**config.mk**
```make
export PLATFORM = sky130hd
export DESIGN_NAME = uit_core
export DESIGN_NICKNAME = d
export VERILOG_FILES = /design/src/design/uit_pkg.sv /design/src/design/uit_core.sv
export VERILOG_INCLUDE_DIRS = /design/src /design/src/design
export SDC_FILE = /design/constraint.sdc
export NUM_CORES = 1
export LEC_CHECK = 0
export ABC_AREA = 1
export BUFFER_PORTS_ARGS = -buffer_cell sky130_fd_sc_hd__buf_4
export CORE_MARGIN = 1.5
export CORE_UTILIZATION = 40
export DETAILED_ROUTE_END_ITERATION = 7
export PLACE_DENSITY_LB_ADDON = 0.12
export SKIP_LAST_GASP = 1
export SLEW_MARGIN = 20
export SYNTH_ARGS = -nofsm -noshare
export SYNTH_HDL_FRONTEND = slang
export SYNTH_SLANG_ARGS = --single-unit
```
**constraint.sdc**
```tcl
create_clock -name clock -period 2.8 [get_ports clock]
set_input_delay 0.14 -clock clock [delete_from_list [all_inputs] [get_ports clock]]
set_output_delay 0.14 -clock clock [all_outputs]
set_load 0.005 [all_outputs]
```
**src/design/uit_params.svh**
```systemverilog
// constants of the uart status, receive time-out and baud divider block
`ifndef UIT_PARAMS_SVH
`define UIT_PARAMS_SVH

// ---------------------------------------------------------------
// register map
// ---------------------------------------------------------------
`define UIT_ADDR_W        12
`define UIT_OFS_INTEN     12'h004
`define UIT_OFS_INTSTS    12'h01C
`define UIT_OFS_TOUT      12'h020
`define UIT_OFS_BAUD      12'h024
`define UIT_OFS_FNSEL     12'h030

// ---------------------------------------------------------------
// reset values
// ---------------------------------------------------------------
`define UIT_RST_TOUT      32'h00000000
`define UIT_RST_BAUD      32'h0F000000
`define UIT_RST_INTEN     12'h000
`define UIT_RST_FNSEL     3'h0

// ---------------------------------------------------------------
// field positions
// ---------------------------------------------------------------
`define UIT_CMP_LSB       0
`define UIT_GAP_LSB       8
`define UIT_DIV_LSB       0
`define UIT_EDIV_LSB      24
`define UIT_BMODE_LSB     28
`define UIT_EN_RDA        0
`define UIT_EN_THRE       1
`define UIT_EN_RLS        2
`define UIT_EN_MODEM      3
`define UIT_EN_RXTO       4
`define UIT_EN_BUFERR     5
`define UIT_EN_WK         6
`define UIT_EN_LIN        8
`define UIT_EN_TOCNT      11
`define UIT_ST_LIN        7
`define UIT_IND_LSB       8

// ---------------------------------------------------------------
// mode codes and counts
// ---------------------------------------------------------------
`define UIT_FN_UART       3'h0
`define UIT_FN_LIN        3'h1
`define UIT_FN_IRDA       3'h2
`define UIT_FN_RS485      3'h3
`define UIT_BM_0          2'h0
`define UIT_BM_1          2'h2
`define UIT_BM_2          2'h3
`define UIT_M0_PRESCALE   4'hF
`define UIT_TO_MAX        8'hFF

`endif

```
**src/design/uit_pkg.sv**
```systemverilog
// types of the uart status, receive time-out and baud divider block
`include "uit_params.svh"
package uit_pkg;

   typedef struct packed {
      logic                     psel;
      logic                     penable;
      logic                     pwrite;
      logic [`UIT_ADDR_W-1:0]   paddr;
      logic [31:0]              pwdata;
   } uit_apb_req_t;

   typedef struct packed {
      logic [31:0]              prdata;
      logic                     pready;
      logic                     pslverr;
   } uit_apb_rsp_t;

   // flags and strobes from the rest of the uart, all on the same clock
   typedef struct packed {
      logic                     rx_fifo_empty;
      logic                     rx_word_in;
      logic                     rx_data_read;
      logic [4:0]               rx_count;
      logic [3:0]               rx_trigger_level;
      logic                     tx_last_moved;
      logic                     tx_data_write;
      logic                     tx_stop_done;
      logic                     break_flag;
      logic                     framing_error_flag;
      logic                     parity_error_flag;
      logic                     address_byte_flag;
      logic                     clear_to_send_change_flag;
      logic                     tx_overflow_flag;
      logic                     rx_overflow_flag;
      logic                     slave_header_found;
      logic                     lin_break_found;
      logic                     lin_bit_error;
      logic                     slave_id_parity_error;
      logic                     slave_header_error;
      logic                     timeout_wake_flag;
      logic                     multidrop_wake_flag;
      logic                     fifo_threshold_wake_flag;
      logic                     data_wake_flag;
      logic                     cts_line_wake_flag;
   } uit_src_t;

   typedef struct packed {
      logic                     baud_tick;
      logic                     tx_start_ok;
      logic [2:0]               function_selector;
      logic [7:0]               irq_indicators;
   } uit_ctl_t;

   typedef enum logic [1:0] {
      GAP_IDLE = 2'b01,
      GAP_WAIT = 2'b10
   } uit_gap_state_t;

   typedef struct packed {
      logic [7:0]               tx_gap_bit_times;
      logic [7:0]               timeout_compare_value;
      logic [1:0]               baud_mode;
      logic [3:0]               extra_divider_mode1;
      logic [15:0]              baud_divisor;
      logic [11:0]              int_enable;
      logic [2:0]               function_selector;
      logic                     lin_event_flag;
      logic                     tx_holding_empty_flag;
      logic                     rx_timeout_flag;
      logic [7:0]               to_cnt;
      logic [3:0]               pre_cnt;
      logic [15:0]              div_cnt;
      logic                     baud_tick;
      uit_gap_state_t           gap_state;
      logic [7:0]               gap_cnt;
      logic [7:0]               irq_ind;
      logic [31:0]              prdata;
      logic                     pready;
      logic                     pslverr;
   } uit_state_t;

endpackage : uit_pkg

```
**src/design/uit_core.sv**
```systemverilog
// status flags, receive time-out counter, tx gap and baud divider of the uart
`timescale 1ns/10ps
module uit_core (
   input  wire logic            clock,
   input  wire logic            rst,
   input  wire uit_pkg::uit_apb_req_t apb_req,
   output uit_pkg::uit_apb_rsp_t      apb_rsp,
   input  wire uit_pkg::uit_src_t     src,
   output uit_pkg::uit_ctl_t          ctl
);
   import uit_pkg::*;

   // ---------------------------------------------------------------
   // helpers
   // ---------------------------------------------------------------
   // prescale terminal count: 16 in mode 0, extra divider + 1 in mode 1, 1 in mode 2
   function automatic logic [3:0] prescale_top(input logic [1:0] mode, input logic [3:0] ediv);
      logic [3:0] top;
      top = `UIT_M0_PRESCALE;
      case (mode)
         `UIT_BM_1: top = ediv;
         `UIT_BM_2: top = 4'h0;
         default:   top = `UIT_M0_PRESCALE;
      endcase
      return top;
   endfunction : prescale_top

   function automatic logic addr_hit(input logic [`UIT_ADDR_W-1:0] a, input logic [`UIT_ADDR_W-1:0] ofs);
      return a == ofs;
   endfunction : addr_hit

   // ---------------------------------------------------------------
   // state
   // ---------------------------------------------------------------
   uit_state_t s_reg;
   uit_state_t s_next;

   logic        lin_any;
   logic        wake_any;
   logic        buf_err;
   logic        modem_flag;
   logic        rls_flag;
   logic        rda_flag;
   logic        rs485;
   logic [7:0]  flags;
   logic [7:0]  ind;
   logic [31:0] intsts;
   logic        acc;
   logic        commit_wr;
   logic        hit_inten;
   logic        hit_intsts;
   logic        hit_tout;
   logic        hit_baud;
   logic        hit_fsel;
   logic        mapped;
   logic        div_end;
   logic        pre_end;
   logic        to_match;
   logic        rxto_clr;
   logic [31:0] rdata;

   // ---------------------------------------------------------------
   // flag merge
   // ---------------------------------------------------------------
   always_comb begin
      rs485      = s_reg.function_selector == `UIT_FN_RS485;
      lin_any    = src.slave_header_found | src.lin_break_found | src.lin_bit_error
                   | src.slave_id_parity_error | src.slave_header_error;
      wake_any   = src.timeout_wake_flag | src.multidrop_wake_flag | src.fifo_threshold_wake_flag
                   | src.data_wake_flag | src.cts_line_wake_flag;
      buf_err    = src.tx_overflow_flag | src.rx_overflow_flag;
      modem_flag = src.clear_to_send_change_flag;
      rls_flag   = src.break_flag | src.framing_error_flag | src.parity_error_flag
                   | (rs485 & src.address_byte_flag);
      // a trigger level of zero would fire on an empty fifo, so one word is required
      rda_flag   = (src.rx_count >= {1'b0, src.rx_trigger_level})
                   && (src.rx_count != 5'h00);
      flags      = {s_reg.lin_event_flag, wake_any, buf_err, s_reg.rx_timeout_flag,
                    modem_flag, rls_flag, s_reg.tx_holding_empty_flag, rda_flag};
      ind        = flags & {s_reg.int_enable[`UIT_EN_LIN], s_reg.int_enable[`UIT_EN_WK:`UIT_EN_RDA]};
      intsts     = {16'h0000, ind, flags};
   end

   // ---------------------------------------------------------------
   // bus decode
   // ---------------------------------------------------------------
   always_comb begin
      hit_inten  = addr_hit(apb_req.paddr, `UIT_OFS_INTEN);
      hit_intsts = addr_hit(apb_req.paddr, `UIT_OFS_INTSTS);
      hit_tout   = addr_hit(apb_req.paddr, `UIT_OFS_TOUT);
      hit_baud   = addr_hit(apb_req.paddr, `UIT_OFS_BAUD);
      hit_fsel   = addr_hit(apb_req.paddr, `UIT_OFS_FNSEL);
      mapped     = hit_inten | hit_intsts | hit_tout | hit_baud | hit_fsel;
      acc        = apb_req.psel & apb_req.penable;
      // writes land on the edge where pready is seen high, never earlier
      commit_wr  = acc & s_reg.pready & apb_req.pwrite & mapped;
      rdata      = 32'h00000000;
      if (hit_inten) begin
         rdata[11:0] = s_reg.int_enable;
      end else if (hit_intsts) begin
         rdata = intsts;
      end else if (hit_tout) begin
         rdata[15:0] = {s_reg.tx_gap_bit_times, s_reg.timeout_compare_value};
      end else if (hit_baud) begin
         rdata = {2'b00, s_reg.baud_mode, s_reg.extra_divider_mode1, 8'h00, s_reg.baud_divisor};
      end else if (hit_fsel) begin
         rdata[2:0] = s_reg.function_selector;
      end
   end

   // ---------------------------------------------------------------
   // baud tick and time-out compare
   // ---------------------------------------------------------------
   always_comb begin
      // bit period is (divisor + 2) clocks times the prescale of the mode
      div_end  = {1'b0, s_reg.div_cnt} == ({1'b0, s_reg.baud_divisor} + 17'h00001);
      pre_end  = s_reg.pre_cnt == prescale_top(s_reg.baud_mode, s_reg.extra_divider_mode1);
      // the flag fires on the tick that brings the count onto the comparator
      to_match = s_reg.int_enable[`UIT_EN_TOCNT] && s_reg.baud_tick && !src.rx_word_in
                 && (s_reg.to_cnt != `UIT_TO_MAX)
                 && ((s_reg.to_cnt + 8'h01) == s_reg.timeout_compare_value)
                 && !src.rx_fifo_empty;
      rxto_clr = src.rx_word_in | src.rx_fifo_empty | src.rx_data_read;
   end

   // ---------------------------------------------------------------
   // next state
   // ---------------------------------------------------------------
   always_comb begin
      s_next = s_reg;

      // apb: one wait state so read data comes from a flop
      s_next.pready  = acc & !s_reg.pready;
      s_next.pslverr = acc & !s_reg.pready & !mapped;
      if (acc && !s_reg.pready) begin
         s_next.prdata = apb_req.pwrite ? 32'h00000000 : rdata;
      end

      if (commit_wr && hit_inten) begin
         s_next.int_enable = apb_req.pwdata[11:0];
      end
      if (commit_wr && hit_tout) begin
         s_next.timeout_compare_value = apb_req.pwdata[`UIT_CMP_LSB +: 8];
         s_next.tx_gap_bit_times      = apb_req.pwdata[`UIT_GAP_LSB +: 8];
      end
      if (commit_wr && hit_baud) begin
         s_next.baud_divisor        = apb_req.pwdata[`UIT_DIV_LSB +: 16];
         s_next.extra_divider_mode1 = apb_req.pwdata[`UIT_EDIV_LSB +: 4];
         s_next.baud_mode           = apb_req.pwdata[`UIT_BMODE_LSB +: 2];
      end
      if (commit_wr && hit_fsel) begin
         s_next.function_selector = apb_req.pwdata[2:0];
      end

      // lin flag: write one clears only once every source is clear; a source wins
      if (commit_wr && hit_intsts && apb_req.pwdata[`UIT_ST_LIN] && !lin_any) begin
         s_next.lin_event_flag = 1'b0;
      end
      if (lin_any) begin
         s_next.lin_event_flag = 1'b1;
      end

      // holding empty: the move of the last byte wins over a same-cycle write
      if (src.tx_data_write) begin
         s_next.tx_holding_empty_flag = 1'b0;
      end
      if (src.tx_last_moved) begin
         s_next.tx_holding_empty_flag = 1'b1;
      end

      // baud generator; a divider write restarts it so the new rate starts cleanly
      s_next.baud_tick = 1'b0;
      if (commit_wr && hit_baud) begin
         s_next.div_cnt = 16'h0000;
         s_next.pre_cnt = 4'h0;
      end else if (div_end) begin
         s_next.div_cnt = 16'h0000;
         if (pre_end) begin
            s_next.pre_cnt   = 4'h0;
            s_next.baud_tick = 1'b1;
         end else begin
            s_next.pre_cnt = s_reg.pre_cnt + 4'h1;
         end
      end else begin
         s_next.div_cnt = s_reg.div_cnt + 16'h0001;
      end

      // time-out counter saturates so it never wraps onto the comparator again
      if (!s_reg.int_enable[`UIT_EN_TOCNT] || src.rx_word_in) begin
         s_next.to_cnt = 8'h00;
      end else if (s_reg.baud_tick && s_reg.to_cnt != `UIT_TO_MAX) begin
         s_next.to_cnt = s_reg.to_cnt + 8'h01;
      end
      if (rxto_clr) begin
         s_next.rx_timeout_flag = 1'b0;
      end
      if (to_match) begin
         s_next.rx_timeout_flag = 1'b1;
      end

      // gap between last stop bit and next start bit, counted in bit ticks
      case (s_reg.gap_state)
         GAP_IDLE: begin
            if (src.tx_stop_done && s_reg.tx_gap_bit_times != 8'h00) begin
               s_next.gap_cnt   = s_reg.tx_gap_bit_times;
               s_next.gap_state = GAP_WAIT;
            end
         end
         GAP_WAIT: begin
            if (s_reg.baud_tick) begin
               s_next.gap_cnt = s_reg.gap_cnt - 8'h01;
               if (s_reg.gap_cnt == 8'h01) begin
                  s_next.gap_state = GAP_IDLE;
               end
            end
         end
         default: begin
            s_next.gap_state = GAP_IDLE;
            s_next.gap_cnt   = 8'h00;
         end
      endcase

      s_next.irq_ind = ind;
   end

   // ---------------------------------------------------------------
   // registers
   // ---------------------------------------------------------------
   always_ff @(posedge clock) begin
      if (rst) begin
         s_reg.tx_gap_bit_times      <= 8'(`UIT_RST_TOUT >> `UIT_GAP_LSB);
         s_reg.timeout_compare_value <= 8'(`UIT_RST_TOUT >> `UIT_CMP_LSB);
         s_reg.baud_mode             <= 2'(`UIT_RST_BAUD >> `UIT_BMODE_LSB);
         s_reg.extra_divider_mode1   <= 4'(`UIT_RST_BAUD >> `UIT_EDIV_LSB);
         s_reg.baud_divisor          <= 16'(`UIT_RST_BAUD >> `UIT_DIV_LSB);
         s_reg.int_enable            <= `UIT_RST_INTEN;
         s_reg.function_selector     <= `UIT_RST_FNSEL;
         s_reg.lin_event_flag        <= 1'b0;
         s_reg.tx_holding_empty_flag <= 1'b1;
         s_reg.rx_timeout_flag       <= 1'b0;
         s_reg.to_cnt                <= 8'h00;
         s_reg.pre_cnt               <= 4'h0;
         s_reg.div_cnt               <= 16'h0000;
         s_reg.baud_tick             <= 1'b0;
         s_reg.gap_state             <= GAP_IDLE;
         s_reg.gap_cnt               <= 8'h00;
         s_reg.irq_ind               <= 8'h00;
         s_reg.prdata                <= 32'h00000000;
         s_reg.pready                <= 1'b0;
         s_reg.pslverr               <= 1'b0;
      end else begin
         s_reg <= s_next;
      end
   end

   // ---------------------------------------------------------------
   // outputs
   // ---------------------------------------------------------------
   always_comb begin
      apb_rsp.prdata        = s_reg.prdata;
      apb_rsp.pready        = s_reg.pready;
      apb_rsp.pslverr       = s_reg.pslverr;
      ctl.baud_tick         = s_reg.baud_tick;
      ctl.tx_start_ok       = s_reg.gap_state == GAP_IDLE;
      ctl.function_selector = s_reg.function_selector;
      ctl.irq_indicators    = s_reg.irq_ind;
   end

endmodule : uit_core

```
==> results.cfg, run 1 <==
[floorplanning]
die_area_um2 = 18700
ios = 128
die_w_um = 137
core_region_area_um2 = 17400
initial_core_util_pct = 41.2
fp.dieH_um = 137
fp-row-count = 48

[sta]
worstMarginPinSlew_ps = 790
fin_crit_sh_pct = 78.8
grt_setup_unrepaired = false
finalHoldViolations = 0
setup_violations = 0
min_period_ps = 2210
fin_tns_setup_ps = 0
clock_skew_ps = 10.0
slew_headroom_pct = 46.9
fin_ws_ps = 592
max_freq_mhz = 453
finalMaxSlewViolations = 0
holdWs_ps = 13.7

[synth]
synthSimpleGateAreaFrac_pct = 27.2
synth_seq_cells = 127
synth_xor_area_share_pct = 3.87
synth_compound_area_share_pct = 16.7
synthFlopType = dfxtp_1
synth_area_per_cell_um2 = 6.78
netlist_instances = 1054
synthAdderAreaFrac_pct = 2.28
netlist_area_um2 = 7140
yosys.cell_types.count = 45
yosysWarnings = 0
yosysMostFrequentCell = nand2_1
yosys-top-cells-area = dfxtp_1 36%, nand2_1 13%, inv_1 7.3%
synth_area_leader_cell = dfxtp_1
synth_top_family_by_area = simple AND/OR/NAND/NOR gates
async_reset_ff_share_pct = 0
synth_top_cells_by_count = 239 x nand2_1, 138 x inv_1, 127 x dfxtp_1
muxShareOfSynthArea_pct = 0
synth-edff-count = 0
seq_area_frac_synth_pct = 35.6
synth.top_cell.area_share_pct = 35.6

[setup_path]
slowest_delay_ps = 380
critical_path.top_delay_family = simple AND/OR/NAND/NOR gates
crit_fanout = 16
cp-end-kind = flop
startpoint_type = flop
required_ps = 3110
crit_arrival_ps = 2520
cp_common_cell = nand2_1
path_cells = ha_1, nand2_1, nor2_4, nand2_1, nand2_1, nand2_1, nand2_1, nand3_1, nor2_1, nand4_4, nand2_4, nor2_1
r2r_cells = 12
startpoint = s_reg[100]
setup.worst_path.class = reg2reg
critPathSlowestCell = dfxtp_1
worstSetupPathDepth = 12
r2r-start = s_reg[100]
r2r_slack_ps = 590
crit_end = s_reg[67]
reg2reg_to = s_reg[67]
path_buf_inv = 0

[routing]
drtIter0Drc = 512
routed_wl_um = 19500
via_per_inst = 4.93
vias = 6795
wl_per_cell_um = 14.1
dr.pass1.iters = 5
drc = 0
ant_nets = 0

[placed_design]
place.gp.congestion = 0.896
post-place-ws_ps = 541
portBuffers = 107
post-place-cells = 1330
hpwl_um = 14500

[global_route]
grt_pass1_vias = 6228
grt_pass1_wl_um = 31900
grt_usage_pct = 22.0
grt_antenna_before_repair = 0
globalRoute.totalOverflow = 0
grt_max_degree = 52

[final_layout]
drive_above_1_share_pct = 15.7
final_cells = 1379
nNetsFinal = 1235
utilization_pct = 50.0
antenna_cells = 0
largest_reg_flops = 88
area_growth_pct = 21.4

[cts]
cts_buffer_depth = 2
worstSkewPairLatency_ps = 430
cts_tree = built
clk_pin_slew_worst_paths_ps = 60
clock-sinks = 127
cts-root-buf = clkbuf_16
cts_resized = 0
cts_max_level = 4
post_cts_buffers = 0
numCtsBuffers = 17

[pwr]
powerDensity_nw_per_um2 = 556
p_leak_nw = 3.64
ir_drop_mv = 0.422

[flow_run]
max_cap_violations = 0

[min_path]
worstHoldStart = apb_req[12]
hp-class = in2reg

[run_status]
status = complete, no violations
==> worst min path at each step <==
stage | slack [ps] | endpoint | cells past startpoint
after floorplan | 240 | flags[1] | 2
after global placement | 340 | flags[1] | 3
after detailed placement | 340 | flags[1] | 3
after CTS | 4 | ctl[9] | 3
after global routing | 8 | ctl[9] | 3
final | 10 | s_reg[111] | 3
==> area by class of cell <==
cell class,instances,area [µm²]
clock buffers,20,457
clock inverters,12,184
fillers,1734,8680
inverters,142,533
multi-input cells,717,3610
flip-flops and latches,127,2540
well taps,225,282
repair buffers,136,1060
==> power by group <==
group          internal [W]  leakage [nW]  switching (W)
logic              0.000220          2.32       0.000325
clock network       0.00154         0.295       0.000865
registers           0.00184          1.02      0.0000316
total               0.00360          3.64        0.00122
==> layout by cell type, fill, tap and decap left out, types with 21 or more instances in the layout <==
cell type | synthesis | final
o21ai_0 | 46 | 46
buf_4 | 47 | 119
dfxtp_1 | 127 | 127
o21ai_1 | 36 | 36
nand2_1 | 239 | 239
nor2_1 | 81 | 81
nand3_1 | 62 | 62
nand4_1 | 22 | 22
inv_1 | 138 | 138
xor2_1 | 21 | 21
a21oi_1 | 97 | 97
==> stage by stage <==
stage          power, W  cell area [µm²]
2_1_floorplan   0.00225             7180
3_3_place_gp    0.00244             7860
3_5_place_dp    0.00244             7860
4_1_cts         0.00486             8670
5_1_grt         0.00502             8670
6_report        0.00482             8670
==> metal layers <==
layer / wire [µm] / track usage [%] / part of all wire (%)
met1: 9590 / 31.2 / 49
met5: 0 / 0 / 0
met4: 358 / 7.39 / 1.8
met3: 1030 / 4.81 / 5.3
met2: 8500 / 33.0 / 44
==> cells by family after synthesis <==
| family | after synthesis |
|---|---|
| AOI/OAI and AO/OA | 217 |
| xor gates and xnor gates | 30 |
| adders and majority gates | 13 |
| buffers and inverters | 219 |
| DFF | 127 |
| other | 1 |
| and+or+nand+nor | 447 |
==> what timing repair did <==
action                                 CTS  global route
setup endpoints to repair                0             0
endpoints found under the hold margin   16             0
hold buffers                            17             0
==> worst reg2reg max path: cells and delay by family (launching register included) <==
| family | cells | cell delay, ps |
|---|---|---|
| AND/OR/NAND/NOR | 11 | 1490 |
| flip-flops | 1 | 380 |
| adder cells (fa/ha/maj) | 1 | 220 |
No activity file was read; power rests on OpenSTA's default activity.
==> inputs of run 2 (changes only) <==
==> constraint.sdc (replaced) <==
create_clock -name clock -period 1.85 [get_ports clock]
set_input_delay 0.0925 -clock clock [delete_from_list [all_inputs] [get_ports clock]]
set_output_delay 0.0925 -clock clock [all_outputs]
set_load 0.005 [all_outputs]
==> run 2 against run 1 <==
Critical path depth grew 1. The flow now finishes with violations (negative setup slack). Total power grew 47%. Worst setup slack lost 590 ps. Final area grew 7.9%. Wire length grew 3.9%. Combinational power grew 77%. Flip-flop and latch count is the same. Worst hold slack gained 21 ps. Die area is the same. Global-route usage is essentially flat. First-iteration DRC count shrank 7.8%.
==> results.cfg, run 2 (same netlist as run 1, synthesis figures left out) <==
[routing]
vias = 7079
drtIter0Drc = 472
wl_per_cell_um = 14.0
via_per_inst = 4.90
dr.pass1.iters = 5
ant_nets = 0
routed_wl_um = 20200
drc = 0

[cts]
clk_pin_slew_worst_paths_ps = 60
worstSkewPairLatency_ps = 420
cts_buffer_depth = 2
clock-sinks = 127
cts-root-buf = clkbuf_16
cts_tree = built
numCtsBuffers = 17
cts_max_level = 4

[setup_path]
path_cells = ha_4, nand2_4, nor2_4, nand2_1, nand2_1, nand2_1, nand2_2, nand3_2, nor2_4, nand4_4, buf_6, nand3_2, nand2_1
setup.worst_path.class = reg2reg
r2r_slack_ps = -1
slowest_delay_ps = 350
startpoint_type = flop
crit_arrival_ps = 2160
cp-end-kind = flop
r2r-start = s_reg[100]
startpoint = s_reg[100]
required_ps = 2160
crit_fanout = 7
critPathSlowestCell = dfxtp_2
cp_common_cell = nand2_1

[global_route]
grt_usage_pct = 22.0
grt_pass1_vias = 6262
globalRoute.totalOverflow = 0
grt_antenna_before_repair = 0
grt_pass1_wl_um = 31800
grt_max_degree = 47

[floorplanning]
fp.dieH_um = 137
initial_core_util_pct = 41.2
core_region_area_um2 = 17400
fp-row-count = 48
ios = 128
die_w_um = 137
die_area_um2 = 18700

[sta]
finalMaxSlewViolations = 0
setup_violations = 1
worstMarginPinSlew_ps = 499
clock_skew_ps = 11.2
fin_crit_sh_pct = 100
holdWs_ps = 34.9
min_period_ps = 1850
fin_ws_ps = -0.954
grt_setup_unrepaired = true
max_freq_mhz = 540
finalHoldViolations = 0
slew_headroom_pct = 66.5

[run_status]
violations = negative setup slack
status = finished, violations left

[final_layout]
layout_commonest_cell = nand2_1
most-common-layout-cells = 235 x nand2_1, 168 x buf_4, 137 x inv_1, 121 x dfxtp_1, 97 x a21oi_1
nFillCells = 1713
utilization_pct = 53.9
antenna_cells = 0
drive_above_1_share_pct = 21.9
area_growth_pct = 31.0
largest_reg_flops = 88
nNetsFinal = 1303

[placed_design]
hpwl_um = 15200
place.gp.congestion = 0.852
portBuffers = 107

[pwr]
powerDensity_nw_per_um2 = 760
p_sw_w = 0.00180
comb_power_share_pct = 13.6
p_int_w = 0.00530
sw_frac_of_total_pct = 25.4
p_leak_nw = 4.02
clkPwrFrac_pct = 46.4
ir_drop_mv = 0.589
seq_power_share_pct = 39.9

[min_path]
hp-class = in2reg
worstHoldStart = src[10]

[flow_run]
max_cap_violations = 0
run 2: cell count changes in the layout (fill, tap and decap cells not counted), sizes merged, moves of 2 or more:
cell / change
buf: +54
dlygate4sd3: +14
clkinvlp: -4
bufinv: -2
clkinv: +2
run 2: metrics by stage:
stage                     cell area, µm²  setup slack [ps]  std cells  power [W]  TNS [ps]
after CTS                           9220             0.214       1443    0.00716         0
final                               9360            -0.954       1445    0.00711    -0.954
after floorplan                     7180              11.7       1063    0.00340         0
after global routing                9360              -113       1445    0.00743     -1920
after detailed placement            8260              -107       1381    0.00377     -1500
after global placement              8260             -60.1       1381    0.00377      -600
run 2: repair_timing:
action | CTS | global route
pin swaps | 10 | 18
buffers inserted | 1 | 2
endpoints found under the hold margin | 48 | 0
gates cloned | 0 | 0
hold buffers | 31 | 0
endpoints found under the setup margin | 20 | 23
gates resized for setup | 17 | 34
run 2: layout make-up:
cell class,count,area [µm²],area share (%)
Clock buffer,21,470,5.03
Clock inverter,9,109,1.16
Inverter,142,533,5.70
Multi-Input combinational cell,717,3780,40.4
Sequential cell,127,2550,27.3
Tap cell,225,282,3.01
Timing Repair Buffer,204,1640,17.5
run 2: critical path, delay by kind of cell (launching register included):
family	cells	cell delay, ps
fa+ha+maj	1	180
flops	1	350
buf+inv	1	170
simple gates	11	1040
run 2: final timing paths:
path / to / cells past startpoint
max: s_reg[72] / 13
min: ctl[5] / 3
max reg2reg: s_reg[72] / 13
min reg2reg: s_reg[94] / 2
run 2: routing by layer:
layer	share of wire (%)	GRT usage [%]	wire (µm)	up-vias
met1	49	31.1	9920	3210
met3	5.1	4.70	1040	24
met2	44	33.3	8950	162
met5	0	0	0	-
met4	1.7	7.09	345	0
li1	-	-	-	3683
run 2: power by group through the flow:
stage	Clock [W]	Combinational, W	Sequential, W
2_1_floorplan	0	0.000524	0.00288
3_3_place_gp	0	0.000879	0.00289
3_5_place_dp	0	0.000880	0.00289
4_1_cts	0.00336	0.000964	0.00283
5_1_grt	0.00351	0.00108	0.00284
6_report	0.00330	0.000969	0.00284
